## src/verilog/kscd_pkg.sv

```systemverilog
// Constants, types and shared helpers of the keypad scan and display controller
package kscd_pkg;
	// ------------------------------------------------------------
	// Timing
	// ------------------------------------------------------------
	localparam int CLK_NS      = 4;
	localparam int INT_NS      = 10000;
	localparam int TICK_CYCLES = INT_NS / CLK_NS;
	localparam int KEY_US      = 80;
	localparam int KEY_TICKS   = KEY_US * 1000 / INT_NS;
	localparam int DIGIT_US    = 640;
	localparam int DIGIT_TICKS = DIGIT_US * 1000 / INT_NS;
	localparam int NK_SCANS    = 2;
	localparam int FIFO_DEPTH  = 8;
	localparam int DISP_MAX    = 16;
	// ------------------------------------------------------------
	// Register map and fields
	// ------------------------------------------------------------
	localparam logic [7:0] A_CTRL  = 8'h00;
	localparam logic [7:0] A_CMD   = 8'h04;
	localparam logic [7:0] A_STAT  = 8'h08;
	localparam logic [7:0] A_DATA  = 8'h0C;
	localparam logic [7:0] A_RSEL  = 8'h10;
	localparam logic [7:0] A_DADDR = 8'h14;
	localparam logic [7:0] CTRL_RST = 8'h08;
	localparam int CTRL_DM  = 3;
	localparam int CTRL_EM  = 5;
	localparam int CMD_CF   = 0;
	localparam int CMD_CD   = 1;
	localparam int CMD_CA   = 2;
	localparam int CMD_EI   = 3;
	localparam int CMD_CODE = 4;
	localparam int RSEL_AI  = 3;
	localparam int DADDR_AI = 4;
	localparam logic [1:0] KM_SENSOR = 2'h2;
	localparam logic [1:0] KM_STROBE = 2'h3;
	localparam logic [3:0] LAST8  = 4'h7;
	localparam logic [3:0] LAST16 = 4'hF;
	localparam logic [7:0] CLR_ZERO  = 8'h00;
	localparam logic [7:0] CLR_SPACE = 8'h20;
	localparam logic [7:0] CLR_ONES  = 8'hFF;
	localparam logic [5:0] KEY_LAST  = 6'h3F;
	localparam logic [2:0] COL_LAST  = 3'h7;
	typedef enum logic [1:0] {TK_IDLE, TK_SKIP, TK_CHECK, TK_HOLD} kscd_tk_t;
	// Address step that wraps at the active display length
	function automatic logic [3:0] wrapInc(input logic [3:0] a, input logic [3:0] last);
		return (a == last) ? 4'h0 : a + 4'h1;
	endfunction : wrapInc
endpackage : kscd_pkg

```

## src/verilog/kscd_fifo.sv

```systemverilog
// Eight-entry character queue for key and strobed codes
`timescale 1ns/100ps
module kscd_fifo (
	// Clock and reset
	input  wire logic       clk,
	input  wire logic       rst,
	// Fill side
	input  wire logic       push,
	input  wire logic [7:0] pushData,
	// Drain side
	input  wire logic       pop,
	input  wire logic       clr,
	output logic      [7:0] head,
	output logic      [3:0] count,
	output logic            full,
	output logic            empty
);
	logic [7:0] memR [kscd_pkg::FIFO_DEPTH];
	logic [2:0] wrR;
	logic [2:0] rdR;
	logic [3:0] cntR;

	assign head  = memR[rdR];
	assign count = cntR;
	assign full  = cntR == 4'(kscd_pkg::FIFO_DEPTH);
	assign empty = cntR == 4'h0;

	// Caller guards push against full and pop against empty
	always_ff @(posedge clk) begin
		if (rst || clr) begin
			wrR  <= 3'h0;
			rdR  <= 3'h0;
			cntR <= 4'h0;
		end else begin
			wrR  <= wrR + {2'h0, push};
			rdR  <= rdR + {2'h0, pop};
			cntR <= cntR + {3'h0, push} - {3'h0, pop};
		end
	end

	always_ff @(posedge clk) begin
		if (push) begin
			memR[wrR] <= pushData;
		end
	end
endmodule : kscd_fifo

```

## src/verilog/kscd_disp.sv

```systemverilog
// Display RAM with left and right entry, clearing and digit scan
`timescale 1ns/100ps
module kscd_disp (
	// Clock and reset
	input  wire logic       clk,
	input  wire logic       rst,
	input  wire logic       tick,
	// Mode
	input  wire logic       shortMode,
	input  wire logic       rightEntry,
	// Host side
	input  wire logic       wrStb,
	input  wire logic [3:0] wrAddr,
	input  wire logic [7:0] wrData,
	input  wire logic       clrStb,
	input  wire logic [1:0] clrCode,
	// Display side
	output logic      [3:0] digitR,
	output logic      [7:0] segR,
	output logic            busyR
);
	logic [7:0] ram [kscd_pkg::DISP_MAX];
	logic [5:0] dwellR;
	logic [3:0] lapR;
	logic [3:0] last;
	logic [7:0] fill;
	logic       wrOk;
	logic       stepDig;

	assign last    = shortMode ? kscd_pkg::LAST8 : kscd_pkg::LAST16;
	assign fill    = clrCode[1] ? (clrCode[0] ? kscd_pkg::CLR_ONES : kscd_pkg::CLR_SPACE)
		: kscd_pkg::CLR_ZERO;
	assign wrOk    = wrStb & ~busyR;
	assign stepDig = tick && dwellR == 6'(kscd_pkg::DIGIT_TICKS - 1);

	// ------------------------------------------------------------
	// Storage
	// ------------------------------------------------------------
	for (genvar i = 0; i < kscd_pkg::DISP_MAX; i++) begin : gEnt
		always_ff @(posedge clk) begin
			if (rst) begin
				ram[i] <= kscd_pkg::CLR_ZERO;
			end else if (clrStb) begin
				ram[i] <= fill;
			end else if (wrOk && rightEntry) begin
				if (4'(i) == last) begin
					ram[i] <= wrData;
				end else if (4'(i) < last) begin
					ram[i] <= ram[(i + 1) % kscd_pkg::DISP_MAX];
				end
			end else if (wrOk && wrAddr == 4'(i)) begin
				ram[i] <= wrData;
			end
		end
	end

	// ------------------------------------------------------------
	// Digit scan; eight digits keep the same dwell, so duty doubles
	// ------------------------------------------------------------
	always_ff @(posedge clk) begin
		if (rst) begin
			dwellR <= 6'h00;
			digitR <= 4'h0;
			segR   <= kscd_pkg::CLR_ZERO;
			busyR  <= 1'b0;
			lapR   <= 4'h0;
		end else begin
			segR <= ram[digitR];
			if (tick) begin
				dwellR <= stepDig ? 6'h00 : dwellR + 6'h01;
			end
			if (stepDig) begin
				digitR <= kscd_pkg::wrapInc(digitR, last);
			end
			// Busy for one full lap, so a clear issued late in a scan is not cut short
			if (clrStb) begin
				busyR <= 1'b1;
				lapR  <= digitR;
			end else if (stepDig && kscd_pkg::wrapInc(digitR, last) == lapR) begin
				busyR <= 1'b0;
			end
		end
	end

	chk_clear_busy: assert property (@(posedge clk) disable iff (rst)
		clrStb |=> busyR ##1 busyR) else $error("display not held busy while clearing");
endmodule : kscd_disp

```

## src/verilog/kscd_keypad_ctrl.sv

```systemverilog
// Keyboard, sensor and display scanning core with an APB register port
// Operation
// - Two-key: after closure skip one scan, then queue if no other key closed
// - Queuing into an empty queue raises the event request
// - Validated key with queue full is dropped and overrun flag set
// - Two-key: hold while others closed; drop on early release; queue once
// - Two-key simultaneous closures wait until one key stays alone
// - N-key: wait two scans after detection, queue if still closed
// - N-key: simultaneous keys queue in scan order
// - Error mode: two new keys in one debounce set error, block, raise event
// - Error flag holds until clear command with queue-clear bit one
// - Sensor mode copies return lines to the scanned row, no debounce
// - Sensor mode raises event on any change at scan end
// - Sensor event cleared by data read or end-interrupt per auto-step
// - Key byte: ctrl, shift, row, column from top bit down
// - Strobed mode queues return lines on strobe rising edge
// - Left entry: address zero leftmost, wraps after last position
// - Right entry shifts left and writes the rightmost position
// - Auto-step advances the display address per write, else holds
// - Eight-digit mode scans in half the time of sixteen
// - Status shows count, overrun on full write, underrun on empty read
// - Status shows display unavailable until clearing completes
// - Sensor/error bit: any sensor closure, or the error flag
// - Queue-clear empties queue, drops event, sensor row to zero
// - Each queue read advances unless an error occurs
//
// The APB interface to the registers and the address map were chosen for this implementation.
`timescale 1ns/100ps
module kscd_keypad_ctrl #(
	parameter int TICK_CYCLES = kscd_pkg::TICK_CYCLES
) (
	// Clock and reset
	input  wire logic        clk,
	input  wire logic        rst,
	// APB slave
	input  wire logic        psel,
	input  wire logic        penable,
	input  wire logic        pwrite,
	input  wire logic [7:0]  paddr,
	input  wire logic [31:0] pwdata,
	output logic      [31:0] prdata,
	output logic             pready,
	output logic             pslverr,
	// Matrix pins
	input  wire logic [7:0]  returnLines,
	input  wire logic        shiftIn,
	input  wire logic        strobe_modifier_pin,
	output logic      [2:0]  scanLines,
	// Display and host event
	output logic      [3:0]  dispDigit,
	output logic      [7:0]  dispData,
	output logic             eventReq
);
	// ------------------------------------------------------------
	// State
	// ------------------------------------------------------------
	logic [11:0]  prescR;
	logic         tickR;
	logic [2:0]   keyTickR;
	logic [5:0]   keyPosR;
	logic [7:0]   retS1;
	logic [7:0]   retS2;
	logic         shfS1;
	logic         shfS2;
	logic         stbS1;
	logic         stbS2;
	logic         stbS3;
	logic [7:0]   ctrlR;
	logic [3:0]   rselR;
	logic [3:0]   dAddrR;
	logic         dAiR;
	logic [63:0]  sensRamR;
	logic         sensLockR;
	logic         sensChgR;
	logic [63:0]  pendR;
	logic [63:0]  doneR;
	logic [127:0] waitR;
	kscd_pkg::kscd_tk_t tkR;
	logic [5:0]   candR;
	logic         otherR;
	logic         errLatchR;
	logic         overR;
	logic         underR;
	logic         eventReqR;
	logic [31:0]  prdataR;
	logic         preadyR;
	logic         pslverrR;

	// ------------------------------------------------------------
	// Bus decode
	// ------------------------------------------------------------
	wire setup   = psel & ~penable;
	wire acc     = psel & penable & preadyR;
	wire wr      = acc & pwrite;
	wire rd      = acc & ~pwrite;
	wire selCtrl = paddr == kscd_pkg::A_CTRL;
	wire selCmd  = paddr == kscd_pkg::A_CMD;
	wire selStat = paddr == kscd_pkg::A_STAT;
	wire selData = paddr == kscd_pkg::A_DATA;
	wire selRsel = paddr == kscd_pkg::A_RSEL;
	wire selDadr = paddr == kscd_pkg::A_DADDR;
	wire mapped  = selCtrl | selCmd | selStat | selData | selRsel | selDadr;
	wire cmdWr   = wr & selCmd;
	wire cf      = cmdWr & (pwdata[kscd_pkg::CMD_CF] | pwdata[kscd_pkg::CMD_CA]);
	wire cd      = cmdWr & (pwdata[kscd_pkg::CMD_CD] | pwdata[kscd_pkg::CMD_CA]);
	wire ei      = cmdWr & pwdata[kscd_pkg::CMD_EI];
	wire dataRd  = rd & selData;
	wire dataWr  = wr & selData;

	// ------------------------------------------------------------
	// Modes
	// ------------------------------------------------------------
	wire [2:0] kmode  = ctrlR[2:0];
	wire sensMode     = kmode[2:1] == kscd_pkg::KM_SENSOR;
	wire strbMode     = kmode[2:1] == kscd_pkg::KM_STROBE;
	wire kbdMode      = ~kmode[2];
	wire nkMode       = kbdMode & kmode[1];
	wire tkMode       = kbdMode & ~kmode[1];
	wire errMode      = nkMode & ctrlR[kscd_pkg::CTRL_EM];
	wire shortMode    = ~ctrlR[kscd_pkg::CTRL_DM];
	wire rightEntry   = ctrlR[kscd_pkg::CTRL_DM + 1];
	wire [3:0] dLast  = shortMode ? kscd_pkg::LAST8 : kscd_pkg::LAST16;
	wire sensAi       = rselR[kscd_pkg::RSEL_AI];

	// ------------------------------------------------------------
	// Key scan decode
	// ------------------------------------------------------------
	wire keyStep      = tickR && keyTickR == 3'(kscd_pkg::KEY_TICKS - 1);
	wire [2:0] row    = keyPosR[5:3];
	wire [2:0] col    = keyPosR[2:0];
	wire closed       = retS2[col];
	wire [1:0] waitK  = waitR[{keyPosR, 1'b0} +: 2];
	wire fresh        = closed & ~pendR[keyPosR] & ~doneR[keyPosR];
	wire nkDecide     = nkMode & keyStep & pendR[keyPosR]
		& waitK == 2'(kscd_pkg::NK_SCANS - 1);
	wire nkPush       = nkDecide & closed;
	wire simErr       = errMode & keyStep & fresh & (|pendR);
	wire atCand       = keyStep && keyPosR == candR;
	wire tkPush       = tkMode && tkR == kscd_pkg::TK_CHECK && atCand && closed
		&& !otherR;
	wire stbRise      = strbMode & stbS2 & ~stbS3;
	wire [7:0] kbdB   = {stbS2, shfS2, keyPosR};

	// ------------------------------------------------------------
	// Queue traffic
	// ------------------------------------------------------------
	wire [7:0] fifoHead;
	wire [3:0] fifoCount;
	wire       fifoFull;
	wire       fifoEmpty;
	wire       dispBusy;
	wire pushTry      = nkPush | tkPush | stbRise;
	wire [7:0] pushB  = stbRise ? retS2 : kbdB;
	wire pushOk       = pushTry & ~fifoFull & ~errLatchR & ~cf;
	wire popOk        = dataRd & ~sensMode & ~fifoEmpty;

	// ------------------------------------------------------------
	// Sensor image
	// ------------------------------------------------------------
	wire [7:0] sensRow = sensRamR[{row, 3'h0} +: 8];
	wire sensWr        = sensMode && keyStep && col == kscd_pkg::COL_LAST && !sensLockR;
	wire sensNew       = sensWr && sensRow != retS2;
	wire scanEnd       = keyStep && keyPosR == kscd_pkg::KEY_LAST;
	wire sensEvt       = sensMode & scanEnd & (sensChgR | sensNew);
	wire sensClr       = sensMode & ((dataRd & ~sensAi) | (ei & sensAi));

	// ------------------------------------------------------------
	// Event request; a set in the same cycle beats any clear
	// ------------------------------------------------------------
	wire evtSet = (pushOk & fifoEmpty) | simErr | sensEvt;
	wire kbdClr = popOk && fifoCount == 4'h1 && !pushOk && !errLatchR;
	wire evtClr = cf | sensClr | kbdClr;

	// ------------------------------------------------------------
	// Read mux
	// ------------------------------------------------------------
	wire seBit         = sensMode ? (|sensRamR) : errLatchR;
	wire [7:0] statW   = {dispBusy, seBit, overR, underR, fifoCount};
	wire [7:0] dataW   = sensMode ? sensRamR[{rselR[2:0], 3'h0} +: 8] : fifoHead;
	wire [7:0] rselW   = {4'h0, rselR};
	wire [7:0] dadrW   = {3'h0, dAiR, dAddrR};
	wire [7:0] rdByte  = selCtrl ? ctrlR : selStat ? statW : selData ? dataW
		: selRsel ? rselW : selDadr ? dadrW : 8'h00;

	assign prdata    = prdataR;
	assign pready    = preadyR;
	assign pslverr   = pslverrR;
	assign scanLines = keyPosR[5:3];
	assign eventReq  = eventReqR;

	// ------------------------------------------------------------
	// Synchronisers, prescaler and scan counter
	// ------------------------------------------------------------
	always_ff @(posedge clk) begin
		retS1 <= returnLines;
		retS2 <= retS1;
		shfS1 <= shiftIn;
		shfS2 <= shfS1;
		stbS1 <= strobe_modifier_pin;
		stbS2 <= stbS1;
		stbS3 <= stbS2;
	end

	always_ff @(posedge clk) begin
		if (rst) begin
			prescR   <= 12'h000;
			tickR    <= 1'b0;
			keyTickR <= 3'h0;
			keyPosR  <= 6'h00;
		end else begin
			tickR  <= prescR == 12'(TICK_CYCLES - 1);
			prescR <= (prescR == 12'(TICK_CYCLES - 1)) ? 12'h000 : prescR + 12'h001;
			if (tickR) begin
				keyTickR <= keyStep ? 3'h0 : keyTickR + 3'h1;
			end
			if (keyStep) begin
				keyPosR <= keyPosR + 6'h01;
			end
		end
	end

	// ------------------------------------------------------------
	// Registers written by software
	// ------------------------------------------------------------
	always_ff @(posedge clk) begin
		if (rst) begin
			ctrlR  <= kscd_pkg::CTRL_RST;
			rselR  <= 4'h0;
			dAddrR <= 4'h0;
			dAiR   <= 1'b0;
		end else begin
			if (wr && selCtrl) begin
				ctrlR <= pwdata[7:0];
			end
			if (cf) begin
				rselR[2:0] <= 3'h0;
			end else if (wr && selRsel) begin
				rselR <= pwdata[3:0];
			end else if (dataRd && sensMode && sensAi) begin
				rselR[2:0] <= rselR[2:0] + 3'h1;
			end
			if (wr && selDadr) begin
				dAddrR <= pwdata[3:0];
				dAiR   <= pwdata[kscd_pkg::DADDR_AI];
			end else if (dataWr && !dispBusy && dAiR) begin
				dAddrR <= kscd_pkg::wrapInc(dAddrR, dLast);
			end
		end
	end

	// ------------------------------------------------------------
	// N-key debounce, one slot per key visited in scan order
	// ------------------------------------------------------------
	always_ff @(posedge clk) begin
		if (rst) begin
			pendR <= '0;
			doneR <= '0;
			waitR <= '0;
		end else if (nkMode && keyStep) begin
			if (fresh) begin
				pendR[keyPosR]              <= 1'b1;
				waitR[{keyPosR, 1'b0} +: 2] <= 2'h0;
			end else if (pendR[keyPosR]) begin
				if (nkDecide) begin
					pendR[keyPosR] <= 1'b0;
					doneR[keyPosR] <= closed;
				end else begin
					waitR[{keyPosR, 1'b0} +: 2] <= waitK + 2'h1;
				end
			end else if (!closed) begin
				doneR[keyPosR] <= 1'b0;
			end
		end
	end

	// ------------------------------------------------------------
	// Two-key rollover; a key released early returns the machine to idle
	// ------------------------------------------------------------
	always_ff @(posedge clk) begin
		if (rst) begin
			tkR    <= kscd_pkg::TK_IDLE;
			candR  <= 6'h00;
			otherR <= 1'b0;
		end else if (!tkMode) begin
			tkR <= kscd_pkg::TK_IDLE;
		end else if (keyStep) begin
			case (tkR)
				kscd_pkg::TK_IDLE: begin
					if (closed) begin
						candR <= keyPosR;
						tkR   <= kscd_pkg::TK_SKIP;
					end
				end
				kscd_pkg::TK_SKIP: begin
					if (atCand) begin
						otherR <= 1'b0;
						tkR    <= closed ? kscd_pkg::TK_CHECK : kscd_pkg::TK_IDLE;
					end
				end
				kscd_pkg::TK_CHECK: begin
					if (atCand) begin
						otherR <= 1'b0;
						if (!closed) begin
							tkR <= kscd_pkg::TK_IDLE;
						end else if (!otherR) begin
							tkR <= kscd_pkg::TK_HOLD;
						end
					end else if (closed) begin
						otherR <= 1'b1;
					end
				end
				kscd_pkg::TK_HOLD: begin
					if (atCand && !closed) begin
						tkR <= kscd_pkg::TK_IDLE;
					end
				end
				default: begin
					tkR <= kscd_pkg::TK_IDLE;
				end
			endcase
		end
	end

	// ------------------------------------------------------------
	// Sensor RAM, flags and event
	// ------------------------------------------------------------
	always_ff @(posedge clk) begin
		if (rst) begin
			sensRamR  <= '0;
			sensLockR <= 1'b0;
			sensChgR  <= 1'b0;
			errLatchR <= 1'b0;
			overR     <= 1'b0;
			underR    <= 1'b0;
			eventReqR <= 1'b0;
		end else begin
			if (sensWr) begin
				sensRamR[{row, 3'h0} +: 8] <= retS2;
			end
			sensChgR  <= scanEnd ? 1'b0 : (sensChgR | sensNew);
			sensLockR <= sensEvt | (sensLockR & ~sensClr & ~cf);
			errLatchR <= simErr | (errLatchR & ~cf);
			overR     <= (pushTry & fifoFull & ~errLatchR) | (overR & ~cf);
			underR    <= (dataRd & ~sensMode & fifoEmpty) | (underR & ~cf);
			eventReqR <= evtSet | (eventReqR & ~evtClr);
		end
	end

	// ------------------------------------------------------------
	// APB answer: no wait state; read data leaves a flip-flop loaded in the setup cycle
	// ------------------------------------------------------------
	always_ff @(posedge clk) begin
		if (rst) begin
			prdataR  <= 32'h0000_0000;
			preadyR  <= 1'b0;
			pslverrR <= 1'b0;
		end else begin
			preadyR  <= setup;
			pslverrR <= setup & ~mapped;
			if (setup) begin
				prdataR <= {24'h00_0000, rdByte};
			end
		end
	end

	// ------------------------------------------------------------
	// Submodules
	// ------------------------------------------------------------
	kscd_fifo uFifo (
		.clk      (clk),
		.rst      (rst),
		.push     (pushOk),
		.pushData (pushB),
		.pop      (popOk),
		.clr      (cf),
		.head     (fifoHead),
		.count    (fifoCount),
		.full     (fifoFull),
		.empty    (fifoEmpty)
	);

	kscd_disp uDisp (
		.clk        (clk),
		.rst        (rst),
		.tick       (tickR),
		.shortMode  (shortMode),
		.rightEntry (rightEntry),
		.wrStb      (dataWr),
		.wrAddr     (dAddrR),
		.wrData     (pwdata[7:0]),
		.clrStb     (cd),
		.clrCode    (pwdata[kscd_pkg::CMD_CODE +: 2]),
		.digitR     (dispDigit),
		.segR       (dispData),
		.busyR      (dispBusy)
	);

	// ------------------------------------------------------------
	// Checks
	// ------------------------------------------------------------
	chk_push_empty_evt: assert property (@(posedge clk) disable iff (rst)
		pushOk && fifoEmpty |=> eventReqR && fifoCount == 4'h1)
		else $error("first queued key did not raise the event");
	chk_full_drop: assert property (@(posedge clk) disable iff (rst)
		pushTry && fifoFull && !errLatchR && !popOk && !cf |=> overR && fifoFull)
		else $error("key into full queue not dropped with overrun");
	chk_err_block: assert property (@(posedge clk) disable iff (rst)
		simErr |=> errLatchR && eventReqR ##1 !pushOk)
		else $error("simultaneous press did not latch error and block");
	chk_err_hold: assert property (@(posedge clk) disable iff (rst)
		errLatchR && !cf |=> errLatchR)
		else $error("error flag dropped without queue clear");
	chk_clear_fifo: assert property (@(posedge clk) disable iff (rst)
		cf && !simErr && !sensEvt |=> !eventReqR && fifoEmpty && rselR[2:0] == 3'h0)
		else $error("queue clear left state behind");
	chk_pop_step: assert property (@(posedge clk) disable iff (rst)
		popOk && !pushOk && !cf |=> fifoCount == $past(fifoCount) - 4'h1)
		else $error("queue read did not advance");
	chk_sensor_copy: assert property (@(posedge clk) disable iff (rst)
		sensWr |=> sensRamR[{$past(row), 3'h0} +: 8] == $past(retS2))
		else $error("sensor row not copied");
	chk_key_format: assert property (@(posedge clk) disable iff (rst)
		pushOk && !stbRise |-> pushB[5:0] == keyPosR && pushB[7] == stbS2)
		else $error("key byte layout wrong");
	chk_nk_still: assert property (@(posedge clk) disable iff (rst)
		nkPush |-> pendR[keyPosR] && waitK == 2'h1 && closed)
		else $error("n-key queued without two-scan check");
	chk_tk_other: assert property (@(posedge clk) disable iff (rst)
		tkPush |-> tkR == kscd_pkg::TK_CHECK && !otherR ##1 tkR == kscd_pkg::TK_HOLD)
		else $error("two-key queued with another key closed");
endmodule : kscd_keypad_ctrl

```

## config.mk

```make
export PLATFORM = sky130hd
export DESIGN_NAME = kscd_keypad_ctrl
export DESIGN_NICKNAME = d
export VERILOG_FILES = /design/src/verilog/kscd_pkg.sv /design/src/verilog/kscd_fifo.sv /design/src/verilog/kscd_disp.sv /design/src/verilog/kscd_keypad_ctrl.sv
export SDC_FILE = /design/constraint.sdc
export NUM_CORES = 1
export LEC_CHECK = 0
export ABC_AREA = 0
export ABC_CLOCK_PERIOD_IN_PS = 4800
export BUFFER_PORTS_ARGS = -buffer_cell sky130_fd_sc_hd__buf_2
export CAP_MARGIN = 20
export CORE_MARGIN = 1
export CORE_UTILIZATION = 57
export CTS_CLUSTER_SIZE = 30
export DETAILED_ROUTE_END_ITERATION = 8
export PLACE_DENSITY = 0.77
export SETUP_SLACK_MARGIN = 0.05
export SKIP_LAST_GASP = 1
export SLEW_MARGIN = 20
export SYNTH_ARGS = -nofsm -noshare
export SYNTH_HDL_FRONTEND = slang
export SYNTH_SLANG_ARGS = --single-unit
```

## constraint.sdc

```tcl
create_clock -name clk -period 4.8 [get_ports clk]
set_input_delay 0.72 -clock clk [delete_from_list [all_inputs] [get_ports clk]]
set_output_delay 0.72 -clock clk [all_outputs]
set_load 0.005 [all_outputs]
```

==> flow_summary_export.csv <==
group,metric,value,unit
timing,fin_crit,4487,ps
cts,clock_path_buffers,3,
cts,hold_buffers,0,
yosys,ys.flop_type,"dfxtp_1",
yosys,synth-async-reset-ratio,0,%
setup_path,cpPeakStageDelay,610,ps
yosys,synthCells,3277,
grt,grt_pass1_vias,26442,
grt,antenna_found_initial,0,
cts,path_clk_slew,60,ps
final_layout,final_area,0.03490,mm²
run_status,status,"finished clean",
final_layout,layout.cells.non_filler,4028,
placed_design,gp_congestion,0.9655,
setup_path,cp_max_fo,28,
setup_path,critical_path_required,5290,ps
placed_design,place_ws,389.8,ps
timing,rsz0062_at_grt,"no",
final_layout,area_growth,10.31,%
routing,drt_iter0_drc,3784,
yosys,synth_top_cells_by_area,"dfxtp_1, edfxtp_1, mux4_2, mux2i_1, nor2_1",
routing,route.met3.wl,10450,µm
yosys,synth_top_cell_area_share,27.71,%
yosys,seq_area_frac_synth,45.93,%
grt,overflow,0,
routing,wl_met2,44450,µm
timing,drv_slew,0,
die,start_util,58.22,%
yosys,ys_seq_elements,630,
setup_path,cpMostUsedCell,"buf_4",
cts,clk_latency,620,ps
placed_design,placed_area,0.03272,mm²
yosys,synth_edf_count,192,
grt,grt_pass1_wl,151700,µm
timing,hold_violations,0,
setup_path,worstSetupPathType,"reg -> reg",
power,ir_worst_vdd,0.0002959,V
yosys,yosysMostFrequentCell,"dfxtp_1",
routing,wl,97590,µm
power,p_total,10.99,mW
placed_design,dp_hpwl,65300,µm
setup_path,critPathSlowestCell,"mux4_2",
setup_path,crit_arrival,4980,ps
worst_hold_path,worstHoldPathCells,1,
placed_design,numPortBuffers,56,
setup_path,r2r_cells,13,
cts,cts_tree,"yes",
routing,routed-via-count,27538,
yosys,yosys-top-cells-count,"dfxtp_1, nor2_1, nand2_1, a21oi_1, clkbuf_1",
power,power.leakage,11.97,nW
die,die-area,0.05646,mm²
routing,topRoutingLayerUsed,"met4",
cts,cts_root_buffer,"clkbuf_16",
final_layout,n_fill_cell,4239,
grt,grt_start_max_net_pins,97,
final_layout,drive_above_1_share,14.20,%
cts,clock-sinks,630,
timing,worstMarginPinSlew,1105,ps
setup_path,cp-end-kind,"flip-flop",
job,drv_cap,0,
yosys,yosysWarnings,0,
die,boundaryPins,105,
die,die_height,237.6,µm
final_layout,n_antenna_cell,0,
setup_path,path_cells,"buf_4 > mux4_2 > a221oi_1 > o22a_1 > nand4_1 > ha_1 > buf_4 > inv_1 > o21ai_2 > a2111oi_4 > buf_12 > a21boi_0 > o21ba_2",
routing,wl_per_cell,24.23,µm
yosys,postSynthAreaPerCell,9.655,µm²
placed_design,dp.cells,3906,
routing,drc,0,
timing,timing.final.crit_share,93.47,%
worst_hold_path,hold_class,"in -> reg",
power,p_per_area,314.8,mW/mm²
timing,setup_viol,0,
timing,finalWorstSetupSlack,313.4,ps
timing,slew_headroom,26.30,%
die,die_w,237.6,µm
routing,drt-vias-per-instance,6.837,
grt,grt_util_all_layers,34.28,%
cts,cts_made_buffers,67,
yosys,yosysUniqueCellTypes,81,
yosys,synth_top_area_cell,"dfxtp_1",
routing,ant_nets,0,
die,fp.coreArea,0.05435,mm²
timing,fmaxAchievable,0.2229,GHz
setup_path,startpoint_type,"flip-flop",
cts,htreeDepth,3,
timing,skew,29.93,ps
yosys,syn_area,0.03164,mm²
final_layout,nNetsFinal,3322,
routing,wl_met1,38150,µm
die,num_rows,85,
routing,dr.pass1.iters,7,
## per-layer routing
layer	vias up	global-route usage, %
li1	12090	-
met1	13313	45.78
met2	1749	53.40
met3	386	7.363
met4	0	15.76
met5	-	0
## cells by family after synthesis
family | after synthesis | share of synthesized area [%]
compound gates | 798 | 17.23
other cells | 1 | 0.01185
mux | 274 | 12.10
fa+ha+maj | 31 | 1.250
flops | 630 | 45.93
xor+xnor | 54 | 1.495
simple gates | 1144 | 17.27
buf+inv | 345 | 4.718
## final cells by class
class | count | area, µm² | area share [%]
repair buffers | 183 | 1344 | 3.850
well taps | 739 | 924.6 | 2.649
inverters | 29 | 108.9 | 0.3119
multi-input cells | 2325 | 15810 | 45.30
clock buffers | 100 | 1946 | 5.574
flip-flops and latches | 630 | 14550 | 41.67
clock inverters | 22 | 222.7 | 0.6381
## layout by cell type, fill, tap and decap left out, types with 26 or more instances in the layout
cell type | synthesis | routed
dfxtp_1 | 438 | 431
nor2_1 | 326 | 320
nand2_1 | 309 | 308
a21oi_1 | 243 | 243
edfxtp_1 | 192 | 192
o21ai_0 | 171 | 163
mux2i_1 | 162 | 162
nand3_1 | 142 | 142
buf_4 | 36 | 119
a221o_1 | 103 | 103
mux4_2 | 84 | 84
nand4_1 | 80 | 80
nand2b_1 | 71 | 71
clkbuf_16 | 0 | 70
buf_2 | 13 | 55
nor4_1 | 49 | 48
a22oi_1 | 40 | 40
xnor2_1 | 32 | 32
a221oi_1 | 30 | 30
ha_1 | 30 | 30
mux2_2 | 28 | 28
nor2b_1 | 27 | 27
inv_1 | 26 | 26
## worst paths after layout
| path | startpoint | endpoint | slack [ps] |
|---|---|---|---|
| hold reg to reg | retS1[2] | retS2[2] | 320 |
| setup reg to reg | keyPosR[1] | waitR[47] | 310 |
| setup / recovery | keyPosR[1] | waitR[47] | 310 |
| hold / removal | returnLines[0] | retS1[0] | 200 |
## through the flow
stage | setup TNS (ps) | hold slack, ps | util, %
after floorplan | -4482 | 309.6 | -
after global placement | 0 | 310.8 | 60.18
after detailed placement | 0 | 312.8 | 60.21
after CTS | 0 | 177.5 | 64.20
after global routing | 0 | 185.9 | 64.22
final | 0 | 204.7 | 64.22
## repair_timing
| action | CTS | global route |
|---|---|---|
| buffers inserted | 0 | 0 |
| gates resized for setup | 0 | 1 |
| setup endpoints to repair | 0 | 7 |
## critical path, delay by kind of cell (launching register included)
| kind | cells | cell delay, ps |
|---|---|---|
| AO/OA/AOI/OAI | 6 | 1740 |
| buffers and inverters | 4 | 890 |
| multiplexers | 1 | 610 |
| flip-flops | 1 | 580 |
| adder cells (fa/ha/maj) | 1 | 310 |
| AND/OR/NAND/NOR | 1 | 240 |
## report_power, final
group / switching [mW] / leakage, nW / internal, mW
Combinational: 0.191 / 5.41 / 0.0695
Clock: 2.19 / 1.06 / 2.99
Sequential: 0.0339 / 5.50 / 5.51
Total: 2.42 / 12.0 / 8.57
(Power assumes the default switching activity.)
